==> src/rtl/wtc_pkg.sv <==
// Constants and types shared by the timed-configuration watchdog
// Summary of operation
// Change-enable clears itself after four clocks
// Enable write one starts, zero stops
// Enable clear ignored unless change-enable set
// Software disables via two-write four-cycle sequence
// Higher safety level never allows disabling
// Prescaler selects 16K to 2048K oscillator cycles
// Prescaler code 011 selects 128K cycles
// Prescaler changes only inside timed sequence
// Lower level: reset disabled, plain enable
// Lower level: open sequence, then write values
// Higher level: always runs, enable reads one
// Higher level: open with change-enable and enable; the code opens the sequence on change-enable alone at either level
// Higher level: enable value in second write ignored
// Control resets to zero, top bits read zero
// Counter runs from separate one-megahertz oscillator; the code derives a one-megahertz tick from the system clock
// Counter cleared by restart, disable, reset
// Expiry issues one-clock reset pulse
// Fuse selects safety level and initial state
package wtc_pkg;

	// Register map
	localparam logic [7:0] WTC_CTRL_OFFSET = 8'h00;
	localparam logic [7:0] WTC_CTRL_RESET = 8'h00;

	// Control field positions
	localparam int CE_POS = 4;
	localparam int EN_POS = 3;
	localparam int SEL_MSB = 2;
	localparam int SEL_LSB = 0;
	localparam int SEL_W = SEL_MSB - SEL_LSB + 1;

	// Clock rates and derived oscillator divider
	localparam int unsigned CLK_FREQ_HZ = 200_000_000;
	localparam int unsigned OSC_FREQ_HZ = 1_000_000;
	localparam int unsigned OSC_DIV = CLK_FREQ_HZ / OSC_FREQ_HZ;
	localparam int DIV_W = 8;

	// Sequence window in system clock cycles
	localparam int unsigned CE_WINDOW_CYC = 4;
	localparam int CE_CNT_W = 2;

	// Shortest time-out in oscillator cycles (16K)
	localparam int unsigned TMO_BASE_OSC = 16384;
	localparam int CNT_W = 21;

	// Safety levels chosen by the always-on fuse
	typedef enum logic
	{
		WTC_LEVEL1 = 1'b0,
		WTC_LEVEL2 = 1'b1
	} wtc_level_e;

endpackage

==> src/rtl/wtc_osc_tick.sv <==
// Watchdog oscillator stand-in: one tick per oscillator period
module wtc_osc_tick
	import wtc_pkg::*;
(
	input wire logic clk_i,
	input wire logic rst_i,
	output logic tick_o
);

	logic [DIV_W-1:0] div_r;
	logic [DIV_W-1:0] div_nxt;
	logic tick_r;
	logic tick_nxt;

	// Divide the system clock down to the oscillator rate
	always_comb
	begin
		div_nxt = div_r + DIV_W'(1);
		tick_nxt = 1'b0;
		if (div_r == DIV_W'(OSC_DIV - 1))
		begin
			div_nxt = '0;
			tick_nxt = 1'b1;
		end
	end

	// Divider state
	always_ff @(posedge clk_i)
	begin
		if (rst_i)
		begin
			div_r <= '0;
			tick_r <= 1'b0;
		end
		else
		begin
			div_r <= div_nxt;
			tick_r <= tick_nxt;
		end
	end

	assign tick_o = tick_r;

endmodule // wtc_osc_tick

==> src/rtl/wtc_timeout_ctr.sv <==
// Time-out counter in oscillator ticks with selectable period
module wtc_timeout_ctr
	import wtc_pkg::*;
#(
	parameter int unsigned TMO_BASE = TMO_BASE_OSC
)
(
	input wire logic clk_i,
	input wire logic rst_i,
	input wire logic tick_i,
	input wire logic run_i,
	input wire logic clear_i,
	input wire logic [SEL_W-1:0] sel_i,
	output logic expire_o
);

	logic [CNT_W-1:0] cnt_r;
	logic [CNT_W-1:0] cnt_nxt;
	logic expire_r;
	logic expire_nxt;
	logic [31:0] span;
	logic [CNT_W-1:0] term;

	// Period doubles per code step; 011 lands on 128K
	assign span = 32'(TMO_BASE) << sel_i;
	assign term = CNT_W'(span - 32'h1);

	// Count ticks; clear on restart or while stopped
	always_comb
	begin
		cnt_nxt = cnt_r;
		expire_nxt = 1'b0;
		if (clear_i || !run_i)
		begin
			cnt_nxt = '0;
		end
		else if (tick_i)
		begin
			if (cnt_r >= term)
			begin
				cnt_nxt = '0;
				expire_nxt = 1'b1;
			end
			else
			begin
				cnt_nxt = cnt_r + CNT_W'(1);
			end
		end
	end

	// Counter state
	always_ff @(posedge clk_i)
	begin
		if (rst_i)
		begin
			cnt_r <= '0;
			expire_r <= 1'b0;
		end
		else
		begin
			cnt_r <= cnt_nxt;
			expire_r <= expire_nxt;
		end
	end

	assign expire_o = expire_r;

endmodule // wtc_timeout_ctr

==> src/rtl/wtc_top.sv <==
// Watchdog with timed configuration sequence and Wishbone slave
//
// The Wishbone register port and the placing of the registers were decided locally.
module wtc_top
	import wtc_pkg::*;
#(
	parameter int unsigned TMO_BASE = TMO_BASE_OSC
)
(
	input wire logic clk_i,
	input wire logic rst_i,
	input wire logic wb_cyc_i,
	input wire logic wb_stb_i,
	input wire logic wb_we_i,
	input wire logic [7:0] wb_adr_i,
	input wire logic [3:0] wb_sel_i,
	input wire logic [31:0] wb_dat_i,
	output logic [31:0] wb_dat_o,
	output logic wb_ack_o,
	input wire logic restart_instruction_i,
	input wire logic always_on_fuse_i,
	output logic expiry_reset_o
);

	// Bus slave state
	logic ack_r;
	logic ack_nxt;
	logic [31:0] rdat_r;
	logic [31:0] rdat_nxt;

	// Control register state
	logic ce_r;
	logic ce_nxt;
	logic en_r;
	logic en_nxt;
	logic [SEL_W-1:0] sel_r;
	logic [SEL_W-1:0] sel_nxt;
	logic [CE_CNT_W-1:0] win_r;
	logic [CE_CNT_W-1:0] win_nxt;

	// Safety level caught while reset is held
	wtc_level_e level_r;
	wtc_level_e level_nxt;

	logic req;
	logic hit;
	logic wr_acc;
	logic wr_ce;
	logic wr_en;
	logic [SEL_W-1:0] wr_sel;
	logic level2;
	logic en_eff;
	logic [7:0] ctrl_view;
	logic tick;
	logic expire;

	// Request decode; only byte lane 0 carries the register
	assign req = wb_cyc_i && wb_stb_i;
	assign hit = (wb_adr_i == WTC_CTRL_OFFSET);
	assign wr_acc = req && ack_r && wb_we_i && hit && wb_sel_i[0];
	assign wr_ce = wb_dat_i[CE_POS];
	assign wr_en = wb_dat_i[EN_POS];
	assign wr_sel = wb_dat_i[SEL_MSB:SEL_LSB];

	// Level 2 forces the watchdog on whatever was written
	assign level2 = (level_r == WTC_LEVEL2);
	assign en_eff = en_r || level2;

	// Read view; bits 7..5 are fixed zero
	always_comb
	begin
		ctrl_view = WTC_CTRL_RESET;
		ctrl_view[CE_POS] = ce_r;
		ctrl_view[EN_POS] = en_eff;
		ctrl_view[SEL_MSB:SEL_LSB] = sel_r;
	end

	// Ack one cycle after the request, then drop for a cycle
	always_comb
	begin
		ack_nxt = req && !ack_r;
		rdat_nxt = rdat_r;
		if (req && !ack_r)
		begin
			rdat_nxt = hit ? {24'h000000, ctrl_view} : 32'h00000000;
		end
	end

	// Bus slave registers
	always_ff @(posedge clk_i)
	begin
		if (rst_i)
		begin
			ack_r <= 1'b0;
			rdat_r <= 32'h00000000;
		end
		else
		begin
			ack_r <= ack_nxt;
			rdat_r <= rdat_nxt;
		end
	end

	assign wb_ack_o = ack_r;
	assign wb_dat_o = rdat_r;

	// Control register next state; a write beats the self-clear
	always_comb
	begin
		ce_nxt = ce_r;
		en_nxt = en_r;
		sel_nxt = sel_r;
		win_nxt = win_r;
		if (ce_r)
		begin
			if (win_r == '0)
			begin
				ce_nxt = 1'b0;
			end
			else
			begin
				win_nxt = win_r - CE_CNT_W'(1);
			end
		end
		if (wr_acc)
		begin
			if (ce_r)
			begin
				// Sequence open: new period always taken
				sel_nxt = wr_sel;
				if (!level2)
				begin
					en_nxt = wr_en;
				end
				// Enable value is irrelevant at level 2
				else
				begin
					en_nxt = en_r;
				end
			end
			else
			begin
				// Closed: enable may only be set, period kept
				en_nxt = en_r || wr_en;
				sel_nxt = sel_r;
			end
			if (wr_ce)
			begin
				// Opening write; re-arming restarts the window
				ce_nxt = 1'b1;
				win_nxt = CE_CNT_W'(CE_WINDOW_CYC - 1);
			end
			else
			begin
				ce_nxt = 1'b0;
				win_nxt = '0;
			end
		end
	end

	// Level follows the fuse during reset, then stays put
	always_comb
	begin
		level_nxt = level_r;
		if (rst_i)
		begin
			level_nxt = always_on_fuse_i ? WTC_LEVEL2 : WTC_LEVEL1;
		end
	end

	// Control registers; the fuse level is sampled through reset
	always_ff @(posedge clk_i)
	begin
		level_r <= level_nxt;
		if (rst_i)
		begin
			ce_r <= WTC_CTRL_RESET[CE_POS];
			en_r <= WTC_CTRL_RESET[EN_POS];
			sel_r <= WTC_CTRL_RESET[SEL_MSB:SEL_LSB];
			win_r <= '0;
		end
		else
		begin
			ce_r <= ce_nxt;
			en_r <= en_nxt;
			sel_r <= sel_nxt;
			win_r <= win_nxt;
		end
	end

	// Oscillator tick derived from the system clock
	wtc_osc_tick i_wtc_osc_tick
	(
		.clk_i (clk_i),
		.rst_i (rst_i),
		.tick_o (tick)
	);

	// Time-out counter; disable and restart both clear it
	wtc_timeout_ctr #(
		.TMO_BASE (TMO_BASE)
	) i_wtc_timeout_ctr
	(
		.clk_i (clk_i),
		.rst_i (rst_i),
		.tick_i (tick),
		.run_i (en_eff),
		.clear_i (restart_instruction_i),
		.sel_i (sel_r),
		.expire_o (expire)
	);

	// Expiry pulse is already a single registered cycle
	assign expiry_reset_o = expire;
endmodule // wtc_top

==> config.mk <==
export PLATFORM = sky130hd
export DESIGN_NAME = wtc_top
export DESIGN_NICKNAME = d
export VERILOG_FILES = /design/src/rtl/wtc_pkg.sv /design/src/rtl/wtc_osc_tick.sv /design/src/rtl/wtc_timeout_ctr.sv /design/src/rtl/wtc_top.sv
export SDC_FILE = /design/constraint.sdc
export NUM_CORES = 1
export LEC_CHECK = 0
export BUFFER_PORTS_ARGS = -buffer_cell sky130_fd_sc_hd__clkbuf_2
export CORE_UTILIZATION = 40
export DETAILED_ROUTE_END_ITERATION = 8
export GPL_ROUTABILITY_DRIVEN = 0
export MAX_ROUTING_LAYER = met4
export PLACE_DENSITY = 0.76
export SKIP_CTS_REPAIR_TIMING = 1
export SYNTH_ARGS = -nofsm -noshare
export SYNTH_HDL_FRONTEND = slang
export SYNTH_SLANG_ARGS = --single-unit
==> constraint.sdc <==
create_clock -name clk_i -period 2.9 [get_ports clk_i]
set_input_delay 0.29 -clock clk_i [delete_from_list [all_inputs] [get_ports clk_i]]
set_output_delay 0.29 -clock clk_i [all_outputs]
set_load 0.005 [all_outputs]
======== Yosys cells after proc, flatten, opt, wreduce, memory -nomap -nowiden ========
Index checks and enable logic that the tools add are counted.
Widths: inputs -> output; s select.
word-level totals
  bits in registers ....................... 72
cells by class
  bitwise logic cells ..................... 1
  reduce and logical (&&, ||, !) cells .... 20
  eq/ne operators ......................... 3
  shifts and indexed selects .............. 1
  add/sub/neg operators ................... 4
  order comparisons ....................... 1
  muxes and demuxes ....................... 15
operators with widths
  operator               number
  $add 21x1->21 const B  1
  $ge 21x21->1           1
  $mux 21                1
  $shl 15x3->21 const A  1
  $sub 21x1->21 const B  1
  $mux 1                 9
  $add 8x1->8 const B    1
  $eq 8x8->1 const B     1
  $logic_not 8->1        1
  $mux 2                 4
  $logic_and 1x1->1      6
  $reduce_and 2->1       3
  $mux 5                 1
  $ne 2x2->1 const B     2
  $reduce_or 2->1        2
  $logic_or 1x1->1       3
  $reduce_or 3->1        1
  $logic_not 1->1        2
  $logic_not 2->1        1
  $reduce_bool 2->1      1
  $sub 2x1->2 const B    1
  $not 1->1              1

======== Logic depth before layout (Yosys ltp) ========
Gate-level depths: netlist (run 1).
  depth in word-level cells ............... 7
  mapped depth ............................ 9

======== Cells and area by module ========
A second synthesis (run 1) with hierarchy kept.
second synthesis, totals
  cell total of the unflattened synthesis .. 281
  area, all modules ....................... 2504.9 um^2
modules (own cells, without submodules)
  module           cells each  area each (um^2)  sequential area each (um^2)  times used
  wtc_timeout_ctr  145         1307.5            440.4                        1
  wtc_top          96          825.8             290.3                        1
  wtc_osc_tick     40          371.6             180.2                        1

======== Worst setup path before layout (run 1) ========
Ideal clock, no wire load.
  path type ............................... reg-to-reg
  start point ............................. register sel_r[2]
  end point ............................... register i_wtc_timeout_ctr.cnt_r[20]
  period minus slack after synthesis ...... 2138 ps
  setup slack ............................. 762 ps
  arrival time ............................ 2023 ps
  cell stages (with the launch flop) ...... 10
  setup time .............................. 115 ps
  path through ............................ dfxtp_1 > clkbuf_1 > o21ai_0 > ha_1 > nand4_1 > nor4_1 > a211oi_2 > o21bai_2 > buf_6 > nor2_1
on the way
  longest elaborated chain between the ends .. 4
ends and longest elaborated chain
  element                 RTL line               RTL
  start, declared         wtc_top.sv:36          logic [SEL_W-1:0] sel_r;
  start signal, assigned  wtc_top.sv:179         sel_r <= WTC_CTRL_RESET[SEL_MSB:SEL_LSB];
  start signal, assigned  wtc_top.sv:186         sel_r <= sel_nxt;
  $shl 15x3->21           wtc_timeout_ctr.sv:25  assign span = 32'(TMO_BASE) << sel_i;
  $sub 21x1->21           wtc_timeout_ctr.sv:26  assign term = CNT_W'(span - 32'h1);
  $ge 21x21->1            wtc_timeout_ctr.sv:39  if (cnt_r >= term)
  $mux 21                 wtc_timeout_ctr.sv:39
  end signal, assigned    wtc_timeout_ctr.sv:61  cnt_r <= cnt_nxt;
  end, declared           wtc_timeout_ctr.sv:17  logic [CNT_W-1:0] cnt_r;
Every way passes these cells.
A chain may end at the register's enable or synchronous reset.

======== Final worst setup path (run 1) ========
  start point ............................. register sel_r[2]
  end point ............................... register i_wtc_timeout_ctr.cnt_r[16]
Same word-level chain as after synthesis.

==> metrics.cfg, run 1 <==
[sta]
rsz0062_at_grt=false
setup_tns_ns=0
min_period_ns=2.175
fmax_ghz=0.4599
setup_viol_count_final=0
skew_ns=0.006565
finalCritPeriodShare=0.7498
fin_hold_ws_ns=0.1737
finalHoldViolCount=0
slew_violations=0

[flow_run]
max_cap_violations=0

[setup_path]
required_ns=3.08
reg2reg_slack_ns=0.73
crit_path_max_fanout=18
cp_data_arrival_time_ns=2.35
cp-end-kind=flop
r2r_cells=8
cp-start-kind=flop
reg2reg_to=i_wtc_timeout_ctr.cnt_r[16]
worstReg2RegStart=sel_r[2]
crit_type=reg -> reg

[die]
initial_core_util=0.4180
rows=27
dieWidth_um=78.32
core_area_um2=5574
dieArea_um2=6133
die_h_um=78.32
ios=85

[global_route]
grt_first_pass_wirelength_mm=7.148
track_usage=0.1484
antenna_found_initial=0
grt_max_degree=21
grt_overflow=0
grt_pass1_vias=1732

[clock_tree]
htree_levels=2
cts_inserted_buffers=5
clk_path_buf_depth=2
clk_latency_ns=0.29
clock-sinks=45
cts.clk_slew.worst_paths_ns=0.08
cts-root-buf=clkbuf_8
cts_tree=done

[logic_synthesis]
yosysWarnings=0
synth_cell_type_count=38
synth_area_per_cell_um2=8.534
synthCells=273
syn_area_um2=2330
ys_seq_elements=45
ys_seq_area_frac=0.3910

[placement]
dp_cells=365
dpl.hpwl_mm=2.969
portBuffers=27

[drt]
ant_nets=0
wl_met2_mm=1.890
dr_wl_met3_um=155
wl_per_cell_um=10.44
top_layer_used=met4
drt_first_iter_violations=105
viasPerCell=4.909
wl_mm=3.895
drt_pass1_iterations=4
dr_total_vias=1831
drc_errors=0
wl_met1_mm=1.808

[cells_and_area]
syn2layout_area_growth_pct=9.774
layout_common_cells=44 x dfxtp_1, 33 x nor2_1, 27 x conb_1, 27 x clkbuf_2, 25 x nand2_1
layout.nets=361
drive_above_1_share=0.1495
stdcell_count=373
final_common_cell=dfxtp_1
diodes=0

[power]
power_density_nw_per_um2=480.3
ir_drop_mv=0.2625
p_leak_nw=0.9275

[run_status]
status=complete, no violations

[min_path]
worstHoldPathCells=1
hold_end=level2
min-delay-start=always_on_fuse_i
hp-class=in -> reg

==> worst max-delay path by stage <==
| stage | from | end | slack [ns] | cells after the start |
|---|---|---|---|---|
| floorplan | sel_r[2] | i_wtc_timeout_ctr.cnt_r[20] | 0.76 | 9 |
| global placement | sel_r[2] | i_wtc_timeout_ctr.cnt_r[13] | 0.77 | 8 |
| detailed placement | sel_r[2] | i_wtc_timeout_ctr.cnt_r[16] | 0.72 | 8 |
| CTS | sel_r[2] | i_wtc_timeout_ctr.cnt_r[16] | 0.69 | 8 |
| global route | sel_r[2] | i_wtc_timeout_ctr.cnt_r[13] | 0.38 | 8 |
| finish | sel_r[2] | i_wtc_timeout_ctr.cnt_r[16] | 0.73 | 8 |
==> flip-flops by register name, indices dropped and copies added (netlist names), 2 cells and up <==
| name | cells |
|---|---|
| wb_dat_o | 5 |
| sel_r | 3 |
| i_wtc_osc_tick.div_r | 8 |
| win_r | 2 |
| i_wtc_timeout_ctr.cnt_r | 21 |
==> metal layers <==
layer | up-vias | global-route usage
met5 | - | -
met4 | 0 | 0.04259
met3 | 7 | 0.03488
met2 | 48 | 0.2649
met1 | 833 | 0.1640
li1 | 943 | -
==> layout make-up <==
class / count / area (um2)
timing repair buffer: 28 / 142.6
tap: 72 / 90.09
inverter: 7 / 26.28
multi-input combinational: 213 / 1254
sequential: 45 / 910.9
fill: 551 / 3017
clock buffer: 5 / 68.82
clock inverter: 3 / 65.06
==> critical path: stages (launching register included) <==
cell and delay [ns]:
dfxtp_1 0.48, o21ai_0 0.16, ha_1 0.32, nand4_1 0.11, nor4_1 0.37, a211oi_2 0.19
o21bai_2 0.13, buf_4 0.23, nor2_1 0.08
==> where the power goes <==
group | internal, mW | switching (mW)
registers | 0.625 | 0.00409
clock network | 0.342 | 0.208
logic | 0.0187 | 0.0303
==> cells in the mapped netlist, drive strengths merged <==
cell type	n	share of area
a2111oi	1	0.0038
a211oi	3	0.012
a21oi	19	0.042
a22oi	1	0.0032
and3	3	0.0081
and4	5	0.019
buf	28	0.092
clkbuf	6	0.0097
conb	1	0.0016
dfxtp	44	0.38
edfxtp	1	0.013
ha	10	0.054
inv	7	0.011
nand2	25	0.040
nand2b	1	0.0027
nand3	20	0.043
nand3b	1	0.0032
nand4	9	0.024
nand4b	1	0.0038
nor2	34	0.058
nor2b	2	0.0054
nor3	7	0.015
nor4	6	0.016
nor4b	1	0.010
o211ai	1	0.0032
o21ai	4	0.0086
o21bai	2	0.0081
o31ai	1	0.0032
or2	2	0.0054
or3	1	0.0027
or4	2	0.0097
xnor2	16	0.060
xor2	8	0.030
==> stage by stage <==
stage                     cell area [um2]  worst slack [ns]  total power, mW    util
after detailed placement             2424            0.7225           0.6926  0.4348
after CTS                            2557            0.6925            1.240  0.4588
after global placement               2424            0.7747           0.6918  0.4348
after global routing                 2557            0.3820            1.279  0.4588
final                                2557            0.7255            1.228  0.4588
after floorplan                      2427            0.7619           0.7001       -
==> logic make-up (layout without fill, tap and decap cells) <==
family | count (synthesis) | after routing | share of synthesized area
flops | 45 | 45 | 0.3910
xor+xnor | 24 | 24 | 0.09022
other cells | 1 | 27 | 0.001610
simple gates | 120 | 120 | 0.2664
fa+ha+maj | 10 | 10 | 0.05371
compound gates | 32 | 32 | 0.08432
buf+inv | 41 | 43 | 0.1128
No activity file was read; power rests on OpenSTA's default activity.
==> run 2: changes to the inputs <==
--- a/config.mk
+++ b/config.mk
@@ -5,12 +5,13 @@
 export SDC_FILE = /design/constraint.sdc
 export NUM_CORES = 1
 export LEC_CHECK = 0
+export ABC_AREA = 1
 export BUFFER_PORTS_ARGS = -buffer_cell sky130_fd_sc_hd__clkbuf_2
 export CORE_UTILIZATION = 40
 export DETAILED_ROUTE_END_ITERATION = 8
 export GPL_ROUTABILITY_DRIVEN = 0
 export MAX_ROUTING_LAYER = met4
-export PLACE_DENSITY = 0.76
+export PLACE_DENSITY = 0.77
 export SKIP_CTS_REPAIR_TIMING = 1
 export SYNTH_ARGS = -nofsm -noshare
 export SYNTH_HDL_FRONTEND = slang
==> constraint.sdc (replaced) <==
create_clock -name clk_i -period 2 [get_ports clk_i]
set_input_delay 0.2 -clock clk_i [delete_from_list [all_inputs] [get_ports clk_i]]
set_output_delay 0.2 -clock clk_i [all_outputs]
set_load 0.005 [all_outputs]
==> run 2 against run 1 <==
Against the previous run: sequential cell count did not move; sequential power rose by 46%; first-iteration DRC count rose by 16%; via count rose by 17%; routed wire length rose by 14%; die area rose by 8.8%; largest cell class unchanged; critical endpoint unchanged; sequential share of layout area fell by 2.1 points.
==> metrics.cfg, run 2 <==
[run_status]
status=complete, no violations

[setup_path]
crit_type=reg -> reg
reg2reg_slack_ns=0.15  ; -0.58 ns
cp_slowest_cell=dfxtp_1
cp-end-kind=flop
cp-start-kind=flop
crit_start=sel_r[0]
critical_path.max_stage_delay_ns=0.43  ; -0.05 ns
crit_chain=nand3_1, ha_1, nand2_1, nor2_1, nand2_1, nor2_1, nand2_1, nand3_2, nand2_2, nand2_8, nor2_1
cp_data_arrival_time_ns=2.04  ; -0.31 ns
crit_path_max_fanout=21  ; +3
worstReg2RegStart=sel_r[0]
reg2reg_to=i_wtc_timeout_ctr.cnt_r[16]
crit_end=i_wtc_timeout_ctr.cnt_r[16]
required_ns=2.19  ; -0.89 ns
r2r_cells=11  ; +3

[die]
initial_core_util=0.4217  ; +0.003762
rows=28  ; +3.7%
dieArea_um2=6676  ; +8.8%
core_area_um2=6026  ; +8.1%
die_h_um=81.71  ; +4.3%
ios=85  ; unchanged
dieWidth_um=81.71  ; +4.3%

[drt]
viasPerCell=4.765  ; -2.9%
wl_per_cell_um=9.854  ; -5.6%
drt_first_iter_violations=122  ; +16%
drt_pass1_iterations=6  ; +2
ant_nets=0  ; unchanged
dr_total_vias=2149  ; +17%
drc_errors=0  ; unchanged
wl_mm=4.444  ; +14%

[sta]
fmax_ghz=0.5400  ; +17%
max_slew_margin=0.5643
worstMarginPinSlew_ns=0.6485
setup_viol_count_final=0  ; unchanged
slew_violations=0  ; unchanged
setup_tns_ns=0  ; unchanged
finalHoldViolCount=0  ; unchanged
fin_hold_ws_ns=0.06757  ; -0.1061 ns
rsz0062_at_grt=false
worst_slack_ns=0.1481  ; -0.5774 ns
finalCritPeriodShare=0.9260  ; +0.1761
skew_ns=0.007752  ; +0.001187 ns
min_period_ns=1.852  ; -0.3226 ns

[global_route]
grt_pass1_vias=1906  ; +10%
antenna_found_initial=0  ; unchanged
track_usage=0.1525  ; +0.004156
grt_first_pass_wirelength_mm=7.824  ; +9.5%
grt_overflow=0  ; unchanged
grt_max_degree=22  ; +4.8%

[cells_and_area]
layout_common_cells=64 x nand2_1, 52 x nor2_1, 42 x dfxtp_1
largest_register_ff_count=21  ; unchanged
final_area_um2=2729  ; +6.7%
fillCellCount=599  ; +8.7%
regArea_um2=913.4  ; +0.27%
syn2layout_area_growth_pct=7.386
multiInputGateArea_um2=1336  ; +6.6%
regMostFlops=i_wtc_timeout_ctr.cnt_r
final_common_cell=nand2_1
layout.nets=436  ; +21%
drive_above_1_share=0.1569  ; +0.007413
diodes=0  ; unchanged

[logic_synthesis]
ys_seq_elements=45  ; unchanged
synth_cell_type_count=32  ; -16%
netlist.top_cell.by_area=dfxtp_1
ys.flop_type=dfxtp_1
synth_area_leaders=dfxtp_1 35%, nand2_1 9.5%, buf_4 8.0%
synth_edf_count=1  ; unchanged
synth_area_per_cell_um2=7.323  ; -14%
synthTopCellsByCount=64 x nand2_1, 52 x nor2_1, 44 x dfxtp_1
ys_seq_area_frac=0.3584  ; -0.03253
yosysWarnings=0  ; unchanged
yosysTopAreaCellShare=0.3466  ; -0.03146
post-synth-top-count-cell=nand2_1
synthCells=347  ; +27%
syn_area_um2=2541  ; +9.1%
async_flop_share=0  ; unchanged

[placement]
dpl_cell_area_um2=2606  ; +7.5%
dpl.hpwl_mm=3.416  ; +15%
dp_slack_ns=0.04108  ; -0.6814 ns
portBuffers=27  ; unchanged

[clock_tree]
clk_path_buf_depth=2  ; unchanged
htree_levels=2  ; unchanged
cts.clk_slew.worst_paths_ns=0.09  ; about the same
clk_latency_ns=0.30  ; about the same
cts_tree=done
clock-sinks=45  ; unchanged
cts_inserted_buffers=5  ; unchanged
cts-root-buf=clkbuf_8

[power]
ir_drop_mv=0.4946  ; +88%
p_leak_nw=1.120  ; +21%
power_density_nw_per_um2=619.5  ; +29%

[min_path]
worstHoldPathCells=1  ; unchanged
hp-class=in -> reg

[flow_run]
max_cap_violations=0  ; unchanged

==> run 2: cell count changes in the layout (fill, tap and decap cells not counted), sizes merged, moves of 5 or more <==
cell | before | now
nand2 | 25 | 69
nor2 | 34 | 66
inv | 7 | 35
xnor2 | 16 | 3
o21ai | 4 | 11
and4 | 5 | 0
nor4 | 6 | 1
==> run 2: area by class of cell <==
type | count | area share
clock buffers | 6 | 0.02659
well taps | 75 | 0.03439
inverters | 35 | 0.04814
repair buffers | 28 | 0.05227
flip-flops and latches | 45 | 0.3347
clock inverters | 2 | 0.01421
multi-input cells | 260 | 0.4897
==> run 2: routing by layer <==
layer	vias to the layer above	track usage	share of wire
met5	-	-	0
li1	1111	-	-
met2	69	0.2633	0.48
met3	6	0.03333	0.053
met1	963	0.1784	0.46
met4	0	0.04035	0.0099
==> run 2: report_power, final <==
group	switching, mW	leakage [nW]	total, mW	internal [mW]
clock network	0.316	0.0554	0.692	0.375
logic	0.0493	0.698	0.0788	0.0295
registers	0.00808	0.367	0.920	0.912
==> run 2: critical path, delay by kind of cell (launching register included) <==
| kind | cells | cell delay [ns] |
|---|---|---|
| flops | 1 | 0.43 |
| fa+ha+maj | 1 | 0.30 |
| simple gates | 10 | 1.01 |
==> run 2: kinds of logic (layout without fill, tap and decap cells) <==
| kind of cell | after synthesis | in the layout | synth area share |
|---|---|---|---|
| AOI/OAI and AO/OA | 33 | 33 | 0.07090 |
| xor gates and xnor gates | 12 | 12 | 0.04136 |
| adders and majority gates | 10 | 10 | 0.04924 |
| buffers and inverters | 68 | 71 | 0.1576 |
| DFF | 45 | 45 | 0.3584 |
| other | 1 | 27 | 0.001476 |
| and+or+nand+nor | 178 | 178 | 0.3210 |
==> run 2: per-stage QoR <==
stage	power [mW]	util	std cells
6_report	1.691	0.4529	451
5_1_grt	1.762	0.4529	451
4_1_cts	1.706	0.4510	451
3_5_place_dp	1.019	0.4325	443
3_3_place_gp	1.017	0.4325	443
2_1_floorplan	1.030	-	373
==> run 2: worst min-delay path by stage <==
stage | startpoint | end
6_report | always_on_fuse_i | level2
3_3_place_gp | always_on_fuse_i | level2
4_1_cts | always_on_fuse_i | level2
3_5_place_dp | always_on_fuse_i | level2
2_1_floorplan | always_on_fuse_i | level2
5_1_grt | always_on_fuse_i | level2
==> run 3: changes to the inputs <==
--- a/config.mk
+++ b/config.mk
@@ -11,7 +11,7 @@
 export DETAILED_ROUTE_END_ITERATION = 8
 export GPL_ROUTABILITY_DRIVEN = 0
 export MAX_ROUTING_LAYER = met4
-export PLACE_DENSITY = 0.77
+export PLACE_DENSITY = 0.75
 export SKIP_CTS_REPAIR_TIMING = 1
 export SYNTH_ARGS = -nofsm -noshare
 export SYNTH_HDL_FRONTEND = slang
==> constraint.sdc (replaced) <==
create_clock -name clk_i -period 2.4 [get_ports clk_i]
set_input_delay 0.24 -clock clk_i [delete_from_list [all_inputs] [get_ports clk_i]]
set_output_delay 0.24 -clock clk_i [all_outputs]
set_load 0.005 [all_outputs]
==> run 3 against run 2 <==
Against the previous run: hold slack improved by 0.042 ns; clock power fell by 18%; non-clock buffer count fell by 1.
==> metrics.cfg, run 3 (synthesis results as in run 2) <==
[run_status]
status=complete, no violations

[power]
p_int_mw=1.097  ; -17%
p_leak_nw=1.111  ; -0.75%
p_sw_frac=0.2176  ; -0.003540
ir_drop_mv=0.3793  ; -23%
seq_power_share=0.547  ; +0.003
p_comb_frac=0.046  ; about the same
p_sw_mw=0.3050  ; -18%
clkPwrFrac=0.407  ; -0.002
power_density_nw_per_um2=517.2  ; -17%

[sta]
slew_violations=0  ; unchanged
min_period_ns=1.966  ; +0.1137 ns
setup_tns_ns=0  ; unchanged
max_slew_margin=0.6269  ; +0.06253
setup_viol_count_final=0  ; unchanged
fmax_ghz=0.5088  ; -5.8%
skew_ns=0.007782  ; +0.00003023 ns
finalHoldViolCount=0  ; unchanged
finalCritPeriodShare=0.8190  ; -0.1070
fin_hold_ws_ns=0.1098  ; +0.04218 ns
rsz0062_at_grt=false
worstMarginPinSlew_ns=0.5576  ; -0.09086 ns

[drt]
ant_nets=0  ; unchanged
drt_pass1_iterations=4  ; -2
dr_total_vias=2069  ; -3.7%
drc_errors=0  ; unchanged
drt_first_iter_violations=76  ; -38%
viasPerCell=4.598  ; -3.5%
wl_mm=4.299  ; -3.3%
wl_per_cell_um=9.553  ; -3.0%

[clock_tree]
clk_path_buf_depth=2  ; unchanged
cts-root-buf=clkbuf_8
clk_latency_ns=0.30  ; about the same
cts_tree=done
cts.clk_slew.worst_paths_ns=0.09  ; about the same
cts_inserted_buffers=5  ; unchanged
clock-sinks=45  ; unchanged
htree_levels=2  ; unchanged

[cells_and_area]
largest_register_ff_count=21  ; unchanged
syn2layout_area_growth_pct=6.647
drive_above_1_share=0.1493  ; -0.007582
layout.nets=435  ; -0.23%
utilization=0.4498  ; -0.003114
final_area_um2=2710  ; -0.69%
diodes=0  ; unchanged
final_common_cell=nand2_1
layout_common_cells=64 x nand2_1, 52 x nor2_1, 44 x dfxtp_1
stdcell_count=450  ; -0.22%
regMostFlops=i_wtc_timeout_ctr.cnt_r

[setup_path]
crit_path_max_fanout=21  ; unchanged
reg2reg_slack_ns=0.43  ; +0.29 ns
r2r_cells=11  ; unchanged
cp-end-kind=flop
required_ns=2.58  ; +0.39 ns
cp-start-kind=flop
crit_type=reg -> reg
worstReg2RegStart=sel_r[1]
cp_data_arrival_time_ns=2.15  ; +0.11 ns
reg2reg_to=i_wtc_timeout_ctr.cnt_r[16]

[min_path]
hold_end=level2
worstHoldPathCells=1  ; unchanged
hp-class=in -> reg
min-delay-start=always_on_fuse_i

[placement]
dpl_cell_area_um2=2599  ; -0.29%
dp_cells=442  ; -0.23%
dpl.hpwl_mm=3.317  ; -2.9%
portBuffers=27  ; unchanged

[global_route]
grt_max_degree=22  ; unchanged
grt_pass1_vias=1872  ; -1.8%
grt_first_pass_wirelength_mm=7.714  ; -1.4%
grt_overflow=0  ; unchanged
track_usage=0.1509  ; -0.001650
antenna_found_initial=0  ; unchanged

[die]
initial_core_util=0.4217  ; unchanged
core_area_um2=6026  ; unchanged
ios=85  ; unchanged
dieWidth_um=81.71  ; unchanged
rows=28  ; unchanged
dieArea_um2=6676  ; unchanged
die_h_um=81.71  ; unchanged

[flow_run]
max_cap_violations=0  ; unchanged

==> run 3: cell count changes in the layout (fill, tap and decap cells not counted) <==
cell     delta
dfxtp_2     -2
dfxtp_1     +2
buf_4       -1
nand2_8     -1
nand2_4     +1
==> run 3: layout make-up <==
type                            count  area (um2)
Fill cell                         619        3316
Sequential cell                    45       910.9
Timing Repair Buffer               27       135.1
Clock inverter                      2       38.79
Tap cell                           75       93.84
Clock buffer                        6       72.57
Inverter                           35       131.4
Multi-Input combinational cell    260        1328
==> run 3: worst max-delay path by stage <==
stage | slack, ns | start | end
after floorplan | 0.64 | sel_r[2] | i_wtc_timeout_ctr.cnt_r[2]
after global placement | 0.47 | sel_r[1] | i_wtc_timeout_ctr.cnt_r[20]
after detailed placement | 0.44 | sel_r[2] | i_wtc_timeout_ctr.cnt_r[20]
after CTS | 0.42 | sel_r[1] | i_wtc_timeout_ctr.cnt_r[16]
after global routing | 0.23 | sel_r[1] | i_wtc_timeout_ctr.cnt_r[14]
final | 0.43 | sel_r[1] | i_wtc_timeout_ctr.cnt_r[16]
==> run 3: layer usage <==
layer	global-route usage	part of all wire	vias up
met5	-	0	-
met4	0.04737	0.011	0
met3	0.03444	0.035	5
met2	0.2483	0.46	45
met1	0.1826	0.49	913
li1	-	-	1106
==> run 3: power groups by stage <==
stage / Combinational (mW) / Sequential [mW] / Clock [mW]
2_1_floorplan: 0.0744 / 0.784 / 0
3_3_place_gp: 0.0635 / 0.784 / 0
3_5_place_dp: 0.0646 / 0.784 / 0
4_1_cts: 0.0648 / 0.767 / 0.585
5_1_grt: 0.0766 / 0.769 / 0.614
6_report: 0.0644 / 0.767 / 0.570
==> run 3: through the flow <==
stage / setup slack, ns / total power, mW
after floorplan: 0.6378 / 0.8582
after global placement: 0.4692 / 0.8474
after detailed placement: 0.4380 / 0.8490
after CTS: 0.4160 / 1.417
after global routing: 0.2290 / 1.459
final: 0.4344 / 1.402
==> run 3: critical path, stage by stage, from the launching register on <==
cell and delay [ns]:
dfxtp_1 0.46, nand3_1 0.11, ha_1 0.30, nand2_1 0.07
nor2_1 0.17, nand2_1 0.10, nor2_1 0.09, nand2_1 0.06
nand3_2 0.07, nand2_2 0.07, nand2_4 0.25, nor2_1 0.08
